### src/logic/vocs_defines.svh
// Constants for the blanking-interval output code selector
// Operation
// [RULE1] Blanking period outputs black code by default
// [RULE2] Decode bit sends raw input as luma
// [RULE3] Setup bit ignored inside blanking period
// [RULE4] Line 263 from pixel 430 outputs black
// [RULE5] Line 264 to 272 pixel 429 black
// [RULE6] First field active lines decode, setup-bit controlled
// [RULE7] Second field blanking tail: black or raw
// [RULE8] Half line decodes, setup needs both bits
// [RULE9] Lines 1-9 black; field-one blanking follows decode
// [RULE10] Half-line setup only on second-field first line
`ifndef VOCS_DEFINES_SVH
`define VOCS_DEFINES_SVH

// Video levels
`define VOCS_BLACK_LUMA      8'h10
`define VOCS_NEUTRAL_CHROMA  8'h80

// Line and pixel landmarks of the 525-line raster
`define VOCS_LINE_ALWAYS_BLACK_END 10'h009
`define VOCS_LINE_FIELD1_LAST      10'h107
`define VOCS_LINE_FIELD2_FIRST     10'h108
`define VOCS_LINE_FIELD2_MID       10'h110
`define VOCS_PIXEL_HALF_LAST       10'h1AD
`define VOCS_PIXEL_HALF_FIRST      10'h1AE

// Register offsets
`define VOCS_ADDR_BLANKING   4'h0
`define VOCS_ADDR_SETUP      4'h1
`define VOCS_ADDR_STATUS     4'h2

// Blanking and setup register fields
`define VOCS_BLK_DECODE_BIT  7
`define VOCS_BLK_HALF_BIT    5
`define VOCS_BLK_LEN_MSB     4
`define VOCS_BLK_LEN_LSB     0
`define VOCS_BLK_RESET       8'h14
`define VOCS_SETUP_BIT       0
`define VOCS_SETUP_RESET     8'h00

// FIFO shape
`define VOCS_FIFO_DEPTH      8
`define VOCS_WORD_WIDTH      17

`endif

### src/logic/vocs_pkg.sv
// Types shared by the blanking-interval output code selector
package vocs_pkg;

   // One-hot output code choice
   typedef enum logic [2:0] {
      VOCS_MODE_BLACK  = 3'b001,
      VOCS_MODE_RAW    = 3'b010,
      VOCS_MODE_DECODE = 3'b100
   } vocs_mode_type;

endpackage

### src/logic/vocs_code_select.sv
// Per-pixel output code selector for the 525-line blanking interval
//
// Decided for this implementation: strobed register access and the placing of the registers.
`timescale 1ns/1ps
`include "vocs_defines.svh"
module vocs_code_select (
   input  wire logic       core_clk,
   input  wire logic       sys_rst,
   input  wire logic [3:0] reg_addr,
   input  wire logic [7:0] reg_wdata,
   input  wire logic       reg_wr,
   input  wire logic       reg_rd,
   output logic      [7:0] reg_rdata,
   input  wire logic       in_valid,
   output logic            in_ready,
   input  wire logic [9:0] in_line,
   input  wire logic [9:0] in_pixel,
   input  wire logic [7:0] in_raw,
   input  wire logic [7:0] in_luma,
   input  wire logic [7:0] in_luma_setup,
   input  wire logic [7:0] in_chroma,
   output logic            out_valid,
   input  wire logic       out_ready,
   output logic      [7:0] out_luma,
   output logic      [7:0] out_chroma,
   output logic            out_setup
);
   logic [7:0]            blanking_r;
   logic [7:0]            setup_r;
   logic [7:0]            reg_rdata_r;
   logic                  stage_valid_r;
   logic [16:0]           stage_word_r;
   vocs_pkg::vocs_mode_type last_mode_r;
   logic                  last_setup_r;
   wire                   blanking_decode_enable;
   wire                   half_line_setup_enable;
   wire  [9:0]            blanking_length_lines;
   wire                   setup_enable;
   wire  [9:0]            half_line;
   wire                   first_half;
   wire                   second_half;
   wire                   in_always_black;
   wire                   in_f1_blank;
   wire                   in_f1_active;
   wire                   in_mid_black;
   wire                   in_f2_blank;
   wire                   in_half_line;
   vocs_pkg::vocs_mode_type mode;
   wire                   apply_setup;
   wire  [7:0]            sel_luma;
   wire  [7:0]            sel_chroma;
   wire                   stage_load;
   wire                   fifo_wr_ready;
   wire  [16:0]           fifo_rd_data;

   // Control fields
   assign blanking_decode_enable = blanking_r[`VOCS_BLK_DECODE_BIT];
   assign half_line_setup_enable = blanking_r[`VOCS_BLK_HALF_BIT];
   assign blanking_length_lines  =
      {5'h00, blanking_r[`VOCS_BLK_LEN_MSB:`VOCS_BLK_LEN_LSB]};
   assign setup_enable           = setup_r[`VOCS_SETUP_BIT];

   // Raster landmarks
   assign half_line   = `VOCS_LINE_FIELD1_LAST + blanking_length_lines;
   assign first_half  = (in_pixel <= `VOCS_PIXEL_HALF_LAST);
   assign second_half = (in_pixel >= `VOCS_PIXEL_HALF_FIRST);

   // Region decode, first match in priority order below
   assign in_always_black = (in_line <= `VOCS_LINE_ALWAYS_BLACK_END); // see [RULE9]
   assign in_f1_blank     = (in_line <= blanking_length_lines); // see [RULE9]
   assign in_f1_active    = (in_line < `VOCS_LINE_FIELD1_LAST) ||
                            ((in_line == `VOCS_LINE_FIELD1_LAST) && first_half); // see [RULE6]
   assign in_mid_black    = (in_line <= `VOCS_LINE_FIELD1_LAST) ||
                            (in_line < `VOCS_LINE_FIELD2_MID) ||
                            ((in_line == `VOCS_LINE_FIELD2_MID) && first_half); // see [RULE4] [RULE5]
   assign in_f2_blank     = (in_line < half_line) ||
                            ((in_line == half_line) && first_half); // see [RULE7]
   assign in_half_line    = (in_line == half_line) && second_half; // see [RULE8]

   // Output code choice
   assign mode =
      in_always_black ? vocs_pkg::VOCS_MODE_BLACK :               // see [RULE9]
      in_f1_blank     ? (blanking_decode_enable ? vocs_pkg::VOCS_MODE_RAW
                                                : vocs_pkg::VOCS_MODE_BLACK) : // see [RULE1] [RULE2]
      in_f1_active    ? vocs_pkg::VOCS_MODE_DECODE :
      in_mid_black    ? vocs_pkg::VOCS_MODE_BLACK :               // see [RULE4] [RULE5]
      in_f2_blank     ? (blanking_decode_enable ? vocs_pkg::VOCS_MODE_RAW
                                                : vocs_pkg::VOCS_MODE_BLACK) : // see [RULE7]
      vocs_pkg::VOCS_MODE_DECODE;

   // Setup only in decoded regions; half line needs both bits
   assign apply_setup = (mode == vocs_pkg::VOCS_MODE_DECODE) && setup_enable &&
                        (!in_half_line || half_line_setup_enable); // see [RULE3] [RULE8] [RULE10]

   // Sample selection
   assign sel_luma =
      (mode == vocs_pkg::VOCS_MODE_BLACK) ? `VOCS_BLACK_LUMA :    // see [RULE1]
      (mode == vocs_pkg::VOCS_MODE_RAW)   ? in_raw :               // see [RULE2]
      apply_setup                         ? in_luma_setup : in_luma; // see [RULE6]
   assign sel_chroma = (mode == vocs_pkg::VOCS_MODE_DECODE) ? in_chroma
                                                            : `VOCS_NEUTRAL_CHROMA;

   // Stage advances when empty or when the FIFO takes its word
   assign stage_load = !stage_valid_r || fifo_wr_ready;
   assign in_ready   = stage_load;

   // Output stage register
   always_ff @(posedge core_clk) begin
      if (sys_rst) begin
         stage_valid_r <= 1'b0;
         stage_word_r  <= '0;
         last_mode_r   <= vocs_pkg::VOCS_MODE_BLACK;
         last_setup_r  <= 1'b0;
      end else if (stage_load) begin
         stage_valid_r <= in_valid;
         if (in_valid) begin
            stage_word_r <= {apply_setup, sel_luma, sel_chroma};
            last_mode_r  <= mode;
            last_setup_r <= apply_setup;
         end
      end
   end

   // Buffer toward the video output
   vocs_fifo #(
      .WIDTH (`VOCS_WORD_WIDTH),
      .DEPTH (`VOCS_FIFO_DEPTH)
   ) u_fifo (
      .core_clk (core_clk),
      .sys_rst  (sys_rst),
      .wr_valid (stage_valid_r),
      .wr_ready (fifo_wr_ready),
      .wr_data  (stage_word_r),
      .rd_valid (out_valid),
      .rd_ready (out_ready),
      .rd_data  (fifo_rd_data)
   );

   assign out_setup  = fifo_rd_data[16];
   assign out_luma   = fifo_rd_data[15:8];
   assign out_chroma = fifo_rd_data[7:0];

   // Register writes
   always_ff @(posedge core_clk) begin
      if (sys_rst) begin
         blanking_r <= `VOCS_BLK_RESET;
         setup_r    <= `VOCS_SETUP_RESET;
      end else if (reg_wr) begin
         if (reg_addr == `VOCS_ADDR_BLANKING) begin
            blanking_r <= reg_wdata;
         end
         if (reg_addr == `VOCS_ADDR_SETUP) begin
            setup_r <= {7'h00, reg_wdata[`VOCS_SETUP_BIT]};
         end
      end
   end

   // Register reads, data valid only the cycle after the strobe
   always_ff @(posedge core_clk) begin
      if (sys_rst) begin
         reg_rdata_r <= 8'h00;
      end else if (reg_rd) begin
         case (reg_addr)
            `VOCS_ADDR_BLANKING: reg_rdata_r <= blanking_r;
            `VOCS_ADDR_SETUP:    reg_rdata_r <= setup_r;
            `VOCS_ADDR_STATUS:   reg_rdata_r <= {4'h0, last_setup_r, last_mode_r};
            default:             reg_rdata_r <= 8'h00;
         endcase
      end else begin
         reg_rdata_r <= 8'h00;
      end
   end
   assign reg_rdata = reg_rdata_r;
endmodule // vocs_code_select

### src/logic/vocs_fifo.sv
// Small synchronous FIFO with valid/ready on both sides
`timescale 1ns/1ps
module vocs_fifo #(
   parameter int WIDTH = 17,
   parameter int DEPTH = 8
) (
   input  wire logic             core_clk,
   input  wire logic             sys_rst,
   input  wire logic             wr_valid,
   output logic                  wr_ready,
   input  wire logic [WIDTH-1:0] wr_data,
   output logic                  rd_valid,
   input  wire logic             rd_ready,
   output logic      [WIDTH-1:0] rd_data
);
   localparam int AW = $clog2(DEPTH);

   logic [WIDTH-1:0] mem_r [DEPTH];
   logic [AW-1:0]    wr_ptr_r;
   logic [AW-1:0]    rd_ptr_r;
   logic [AW:0]      count_r;
   wire              push;
   wire              pop;

   // Handshake and honest full/empty
   assign wr_ready = (count_r != (AW+1)'(DEPTH));
   assign rd_valid = (count_r != '0);
   assign push     = wr_valid && wr_ready;
   assign pop      = rd_valid && rd_ready;
   assign rd_data  = mem_r[rd_ptr_r];

   // Storage array
   always_ff @(posedge core_clk) begin
      if (push) begin
         mem_r[wr_ptr_r] <= wr_data;
      end
   end

   // Pointers and occupancy
   always_ff @(posedge core_clk) begin
      if (sys_rst) begin
         wr_ptr_r <= '0;
         rd_ptr_r <= '0;
         count_r  <= '0;
      end else begin
         if (push) begin
            wr_ptr_r <= (wr_ptr_r == AW'(DEPTH-1)) ? '0 : wr_ptr_r + 1'b1;
         end
         if (pop) begin
            rd_ptr_r <= (rd_ptr_r == AW'(DEPTH-1)) ? '0 : rd_ptr_r + 1'b1;
         end
         count_r <= count_r + (AW+1)'(push) - (AW+1)'(pop);
      end
   end
endmodule // vocs_fifo

### config.mk
export PLATFORM = sky130hd
export DESIGN_NAME = vocs_code_select
export DESIGN_NICKNAME = d
export VERILOG_FILES = /design/src/logic/vocs_pkg.sv /design/src/logic/vocs_code_select.sv /design/src/logic/vocs_fifo.sv
export VERILOG_INCLUDE_DIRS = /design/src /design/src/logic
export SDC_FILE = /design/constraint.sdc
export NUM_CORES = 1
export LEC_CHECK = 0
export BUFFER_PORTS_ARGS = -buffer_cell sky130_fd_sc_hd__buf_4
export CAP_MARGIN = 20
export CORE_MARGIN = 1
export CORE_UTILIZATION = 50
export CTS_CLUSTER_DIAMETER = 150
export DETAILED_ROUTE_END_ITERATION = 8
export PLACE_DENSITY = 0.67
export SLEW_MARGIN = 25
export SYNTH_ARGS = -nofsm -noshare
export SYNTH_HDL_FRONTEND = slang
export SYNTH_SLANG_ARGS = --single-unit
export TNS_END_PERCENT = 1
### constraint.sdc
create_clock -name core_clk -period 3.2 [get_ports core_clk]
set_clock_uncertainty 0.05 [all_clocks]
set_input_delay 0.32 -clock core_clk [delete_from_list [all_inputs] [get_ports core_clk]]
set_output_delay 0.32 -clock core_clk [all_outputs]
set_load 0.05 [all_outputs]
==> results of run 1 <==
[cells by family after synthesis]
kind of cell	share of synthesized area
and+or+nand+nor	0.0707
adders and majority gates	0.0378
buffers and inverters	0.0175
xor gates and xnor gates	0.00561
AOI/OAI and AO/OA	0.0673
muxes	0.147
DFF	0.654
[state kept, by name (all words and copies together) (netlist names), named ones only]
signal / count
last_mode_r: 3
u_fifo.mem_r: 136
setup_r: 1
u_fifo.count_r: 4
stage_word_r: 17
reg_rdata: 8
u_fifo.rd_ptr_r: 3
blanking_r: 8
stage_valid_r: 1
u_fifo.wr_ptr_r: 3
[power groups by stage]
stage	Sequential [W]	Combinational, W	Clock [W]
after global placement	0.00283	0.00138	0
final	0.00279	0.00138	0.00223
after global routing	0.00280	0.00149	0.00235
after CTS	0.00279	0.00140	0.00226
after floorplan	0.00282	0.00101	0
after detailed placement	0.00285	0.00139	0
[cells in the mapped netlist, drive strengths merged, types with 4 or more instances]
cell type,n,area share
edfxtp,136,0.52
dfxtp,51,0.13
mux4,34,0.098
nor2,31,0.015
ha,22,0.035
a21oi,20,0.013
inv,19,0.0091
mux2i,19,0.024
mux2,17,0.025
nand2,16,0.0077
nor3,13,0.0098
o21ai,12,0.0077
clkbuf,10,0.0048
a22oi,8,0.0077
a22o,7,0.0079
buf,7,0.0035
and2,5,0.0040
nand2b,5,0.0040
nor4,4,0.0040
xnor2,4,0.0045
[worst paths after layout]
check,from,to,slack [ps],depth (start not counted)
setup / recovery,blanking_r[1],stage_word_r[14],150,12
hold / removal,in_chroma[2],stage_word_r[2],50,2
setup reg to reg,blanking_r[1],stage_word_r[14],150,12
hold reg to reg,blanking_r[6],reg_rdata[6],410,1
[metal layers]
metal	vias to the layer above	global-route usage	wire (um)
li1	2153	-	-
met2	113	0.359	7920
met5	-	0	0
met3	18	0.0477	752
met1	2273	0.277	7090
met4	0	0.0798	254
[metrics by stage]
| step | power, W | TNS [ps] | utilization |
|---|---|---|---|
| 6_report | 0.00639 | 0 | 0.626 |
| 5_1_grt | 0.00665 | -25.7 | 0.626 |
| 4_1_cts | 0.00645 | 0 | 0.624 |
| 3_5_place_dp | 0.00424 | 0 | 0.582 |
| 3_3_place_gp | 0.00421 | 0 | 0.582 |
| 2_1_floorplan | 0.00383 | 0 | - |
[repair_timing]
action                                 4_1_cts  5_1_grt
resized for setup                            0        6
buffers inserted                             0        1
endpoints found under the hold margin        0        0
hold buffers                                 0        0
setup endpoints to repair                    0       15
[cell type report]
class / count / share of cell area
clock buffer: 19 / 0.0466
clock inverter: 13 / 0.0201
inverter: 19 / 0.00750
multi-input combinational: 267 / 0.275
sequential: 187 / 0.537
tap: 188 / 0.0247
timing repair buffer: 112 / 0.0897
==> results.md, run 1 <==
* Critical path buffers and inverters at 1
* Std cell rows at 45
* Area after DPL at 0.00885 mm2
* Clk slew on worst S/H paths at 70 ps
* Slowest CP cell: or3_4
* CTS root buf: clkbuf_16
* Worst EP required at 3510 ps
* Gp weighted congestion at 0.809
* Register area share after synthesis at 0.654
* CP Max Fanout at 7
* Peak VDD IR at 0.000399 V
* Inst Count DP at 772
* Buffers on Ports at 95
* Antenna-violating nets left at 0
* Gate Count Post-Synth at 490
* Gate power share at 0.215
* Post-synthesis cell area at 0.00780 mm2
* Filler cell count in the final layout at 1,100
* Yosys reg bits at 187
* Synthesized Nets at 583
* WS Path Type: flip-flop to flip-flop
* Fin cells at 805
* Status: complete, no violations
* Wire per inst at 19.9 um
* Fin area at 0.00951 mm2
* Num CTS Buffers at 17
* Via count at 4,557
* Crit end category: flip-flop
* Pre-CTS setup slack at 35.8 ps
* TritonRoute pass-1 iters at 5
* Die Footprint at 0.0161 mm2
* Die Width at 127 um
* Most frequent CP cell: or3_4
* CP peak stage delay at 450 ps
* Clock share of power at 0.348
* HP Class: primary input to flip-flop
* Register Area at 0.00511 mm2
* Clk_lat worst skew at 420 ps
* Switch share at 0.272
* Setup slack after layout at 150 ps
* Final wirelength at 16.0 mm
* GRT Total Usage at 0.215
* Final hold violations at 0
* Layout area overhead at 21.9%
* Initial antenna violation count at 0
* Tcrit/Tclk final at 0.953
* Async SR Flop Fraction at 0
* DIE HEIGHT at 127 um
* Initial core utilization at 0.513
* Leakage at 3.52 nW
* Ys Warns at 0
* Final min period at 3050 ps
* Initial DRC count at 380
* Max Fclk at 0.328 GHz
* Antenna diode count at 0
* Internal power at 0.00465 W
* Sequential power share at 0.437
* Slew Limit Headroom at 0.480
* PwrDens at 672 mW/mm2
* DRC Markers at 0
* CP Cell Sequence: inv_1 > ha_2 > a21oi_2 > xnor2_1 > ha_1 > and4_4 > o21ai_0 > o2111a_1 > or3_4 > a21o_4 > or3_4 > o21ai_1
* CTS tree: done
* Critical path arrival at 3360 ps
* WHS at 49.3 ps
* Largest net degree at the start of global routing at 35
* Crit start category: flip-flop
* Kind of cell adding the most delay to the critical path: simple AND/OR/NAND/NOR gates
* Commonest non-fill, non-tap cell in the layout: edfxtp_1
* Avg Vias per Cell at 5.66
* Dpl hpwl at 10.5 mm
* Final setup violation count at 0
* Ys flop type: edfxtp_1
* Clock buffer depth at 2
* Gr ovfl total at 0
* Most frequent cells in the layout: 136 x edfxtp_1, 111 x buf_4, 49 x dfxtp_1
* Final Net Count at 697
* Area of the multi-input gates at 0.00261 mm2
* Max-Cap Viols at 0
* Vias in the first global route at 4,869
* EDFF count, synth at 136
* Sink Count at 187
* P_sw at 0.00174 W
* Post-Syn Area per Cell at 15.9 um2
* Post-synthesis cell type count at 62
* Htree depth at 4
* First-pass GRT wire length at 25.6 mm
* Core area at 0.0152 mm2
* Layout cells sized above 1 at 0.357
* IO Count at 97
* Fin. max-slew vios at 0
* Worst-Margin Slew at 769 ps
(Power assumes the default switching activity.)
==> inputs of run 2 (changes only) <==
--- a/config.mk
+++ b/config.mk
@@ -10,9 +10,8 @@
 export CAP_MARGIN = 20
 export CORE_MARGIN = 1
 export CORE_UTILIZATION = 50
-export CTS_CLUSTER_DIAMETER = 150
 export DETAILED_ROUTE_END_ITERATION = 8
-export PLACE_DENSITY = 0.67
+export PLACE_DENSITY_LB_ADDON = 0.15
 export SLEW_MARGIN = 25
 export SYNTH_ARGS = -nofsm -noshare
 export SYNTH_HDL_FRONTEND = slang
==> results.md, run 2 (synthesis results as in run 1) <==
* Initial core utilization at 0.513 (unchanged)
* Worst r2r path cells at 10 (-2)
* HP Class: primary input to flip-flop
* Largest net degree at the start of global routing at 35 (unchanged)
* Worst-Margin Slew at 812 ps (+42.9 ps)
* Final hold violations at 0 (unchanged)
* Htree depth at 4 (unchanged)
* Commonest non-fill, non-tap cell in the layout: edfxtp_1
* Clk_lat worst skew at 420 ps (about the same)
* Dpl hpwl at 10.2 mm (-2.4%)
* Die Footprint at 0.0161 mm2 (unchanged)
* Critical Path Start: blanking_r[3]
* Avg Vias per Cell at 5.68 (+0.28%)
* R2r setup slk at 120 ps (-30 ps)
* CTS tree: done
* Initial antenna violation count at 0 (unchanged)
* Max Fclk at 0.325 GHz (-0.88%)
* Hold depth at 2 (unchanged)
* CP Max Fanout at 7 (unchanged)
* WHS at 53.5 ps (+4.21 ps)
* Buffers on Ports at 95 (unchanged)
* Via count at 4,581 (+0.53%)
* Fin. max-slew vios at 0 (unchanged)
* Clk slew on worst S/H paths at 60 ps (about the same)
* Peak VDD IR at 0.000577 V (+45%)
* Crit end category: flip-flop
* Tcrit/Tclk final at 0.962 (+0.00844)
* Final Net Count at 699 (+0.29%)
* Critical path arrival at 3380 ps (+20 ps)
* Worst hold endpoint: stage_word_r[1]
* Final setup violation count at 0 (unchanged)
* Pre-CTS setup slack at 32.5 ps (-3.34 ps)
* Crit start category: flip-flop
* Max-Cap Viols at 0 (unchanged)
* Top reg by flops: u_fifo.mem_r
* Std cell rows at 45 (unchanged)
* Status: complete, no violations
* Final wirelength at 15.7 mm (-2.0%)
* Gp weighted congestion at 0.789 (-2.5%)
* Vias in the first global route at 4,718 (-3.1%)
* Wire per inst at 19.5 um (-2.2%)
* Setup TNS at 0 ps (unchanged)
* IO Count at 97 (unchanged)
* TritonRoute pass-1 iters at 4 (-1)
* Layout cells sized above 1 at 0.363 (+0.00693)
* WS Path Type: flip-flop to flip-flop
* Top flop regs: u_fifo.mem_r (136), stage_word_r (17)
* HP Start: in_chroma[1]
* Num CTS Buffers at 17 (unchanged)
* Layout area overhead at 21.8% (about the same)
* Gr ovfl total at 0 (unchanged)
* Leakage at 3.52 nW (about the same)
* Final min period at 3080 ps (+27.0 ps)
* Worst EP required at 3500 ps (about the same)
* Most frequent cells in the layout: 136 x edfxtp_1, 111 x buf_4, 48 x dfxtp_1
* Core area at 0.0152 mm2 (unchanged)
* Die Width at 127 um (unchanged)
* First-pass GRT wire length at 24.5 mm (-4.2%)
* Setup slack after layout at 123 ps (-27.0 ps)
* Max reg flops at 136 (unchanged)
* Antenna-violating nets left at 0 (unchanged)
* DIE HEIGHT at 127 um (unchanged)
* PwrDens at 655 mW/mm2 (-2.5%)
* Slew Limit Headroom at 0.451 (-0.0290)
* Critical R2R Launch: blanking_r[3]
* Antenna diode count at 0 (unchanged)
* Clock buffer depth at 2 (unchanged)
* Sink Count at 187 (unchanged)
* DRC Markers at 0 (unchanged)
* CTS root buf: clkbuf_16
* GRT Total Usage at 0.207 (-0.00788)
* R2r endpoint: stage_word_r[8]
* Initial DRC count at 354 (-6.8%)
-- run 2: stage by stage --
stage               instance area [um2]  cells   util  power [W]
CTS                                9460    805  0.622    0.00628
global route                       9510    807  0.625    0.00649
finish                             9510    807  0.625    0.00623
floorplan                          7800    490      -    0.00383
detailed placement                 8890    773  0.585    0.00426
global placement                   8890    773  0.585    0.00423
-- run 2: area by class of cell --
cell class / instances / area, um2
fill: 1138 / 5690
sequential: 187 / 5110
multi-input combinational: 267 / 2620
timing repair buffer: 114 / 893
clock buffer: 20 / 457
tap: 188 / 235
clock inverter: 12 / 119
inverter: 19 / 71.3
-- run 2: worst max-delay path by stage --
| stage | endpoint | cells after the start |
|---|---|---|
| after floorplan | u_fifo.mem_r[0][0] | 5 |
| after global placement | stage_word_r[15] | 12 |
| after detailed placement | stage_word_r[9] | 12 |
| after CTS | stage_word_r[9] | 12 |
| after global routing | stage_word_r[8] | 12 |
| final | stage_word_r[8] | 10 |
-- run 2: layer usage --
metal | GRT usage | wire length (um)
met5 | 0 | 0
met3 | 0.0569 | 813
met4 | 0.0658 | 220
met2 | 0.355 | 8110
met1 | 0.256 | 6560
-- run 2: repair_timing --
action / CTS / global route
endpoints found under the setup margin: 0 / 16
hold endpoints to repair: 0 / 0
resized for setup: 0 / 10
hold buffers: 0 / 0
buffers inserted: 0 / 2
-- run 2: power by group --
| group | switching [W] | internal [W] | total, W |
|---|---|---|---|
| clock network | 0.000840 | 0.00118 | 0.00202 |
| logic | 0.000759 | 0.000623 | 0.00138 |
| registers | 0.000106 | 0.00272 | 0.00282 |
-- run 2: worst max-delay path, cell delays in order, from the launching register on --
cell      delay, ps
dfxtp_1         360
inv_1           110
or3_1           390
ha_1            330
and4_4          230
o21ai_0          80
o2111a_1        140
or3_4           400
a21o_4          250
or3_4           480
o21ai_2         170
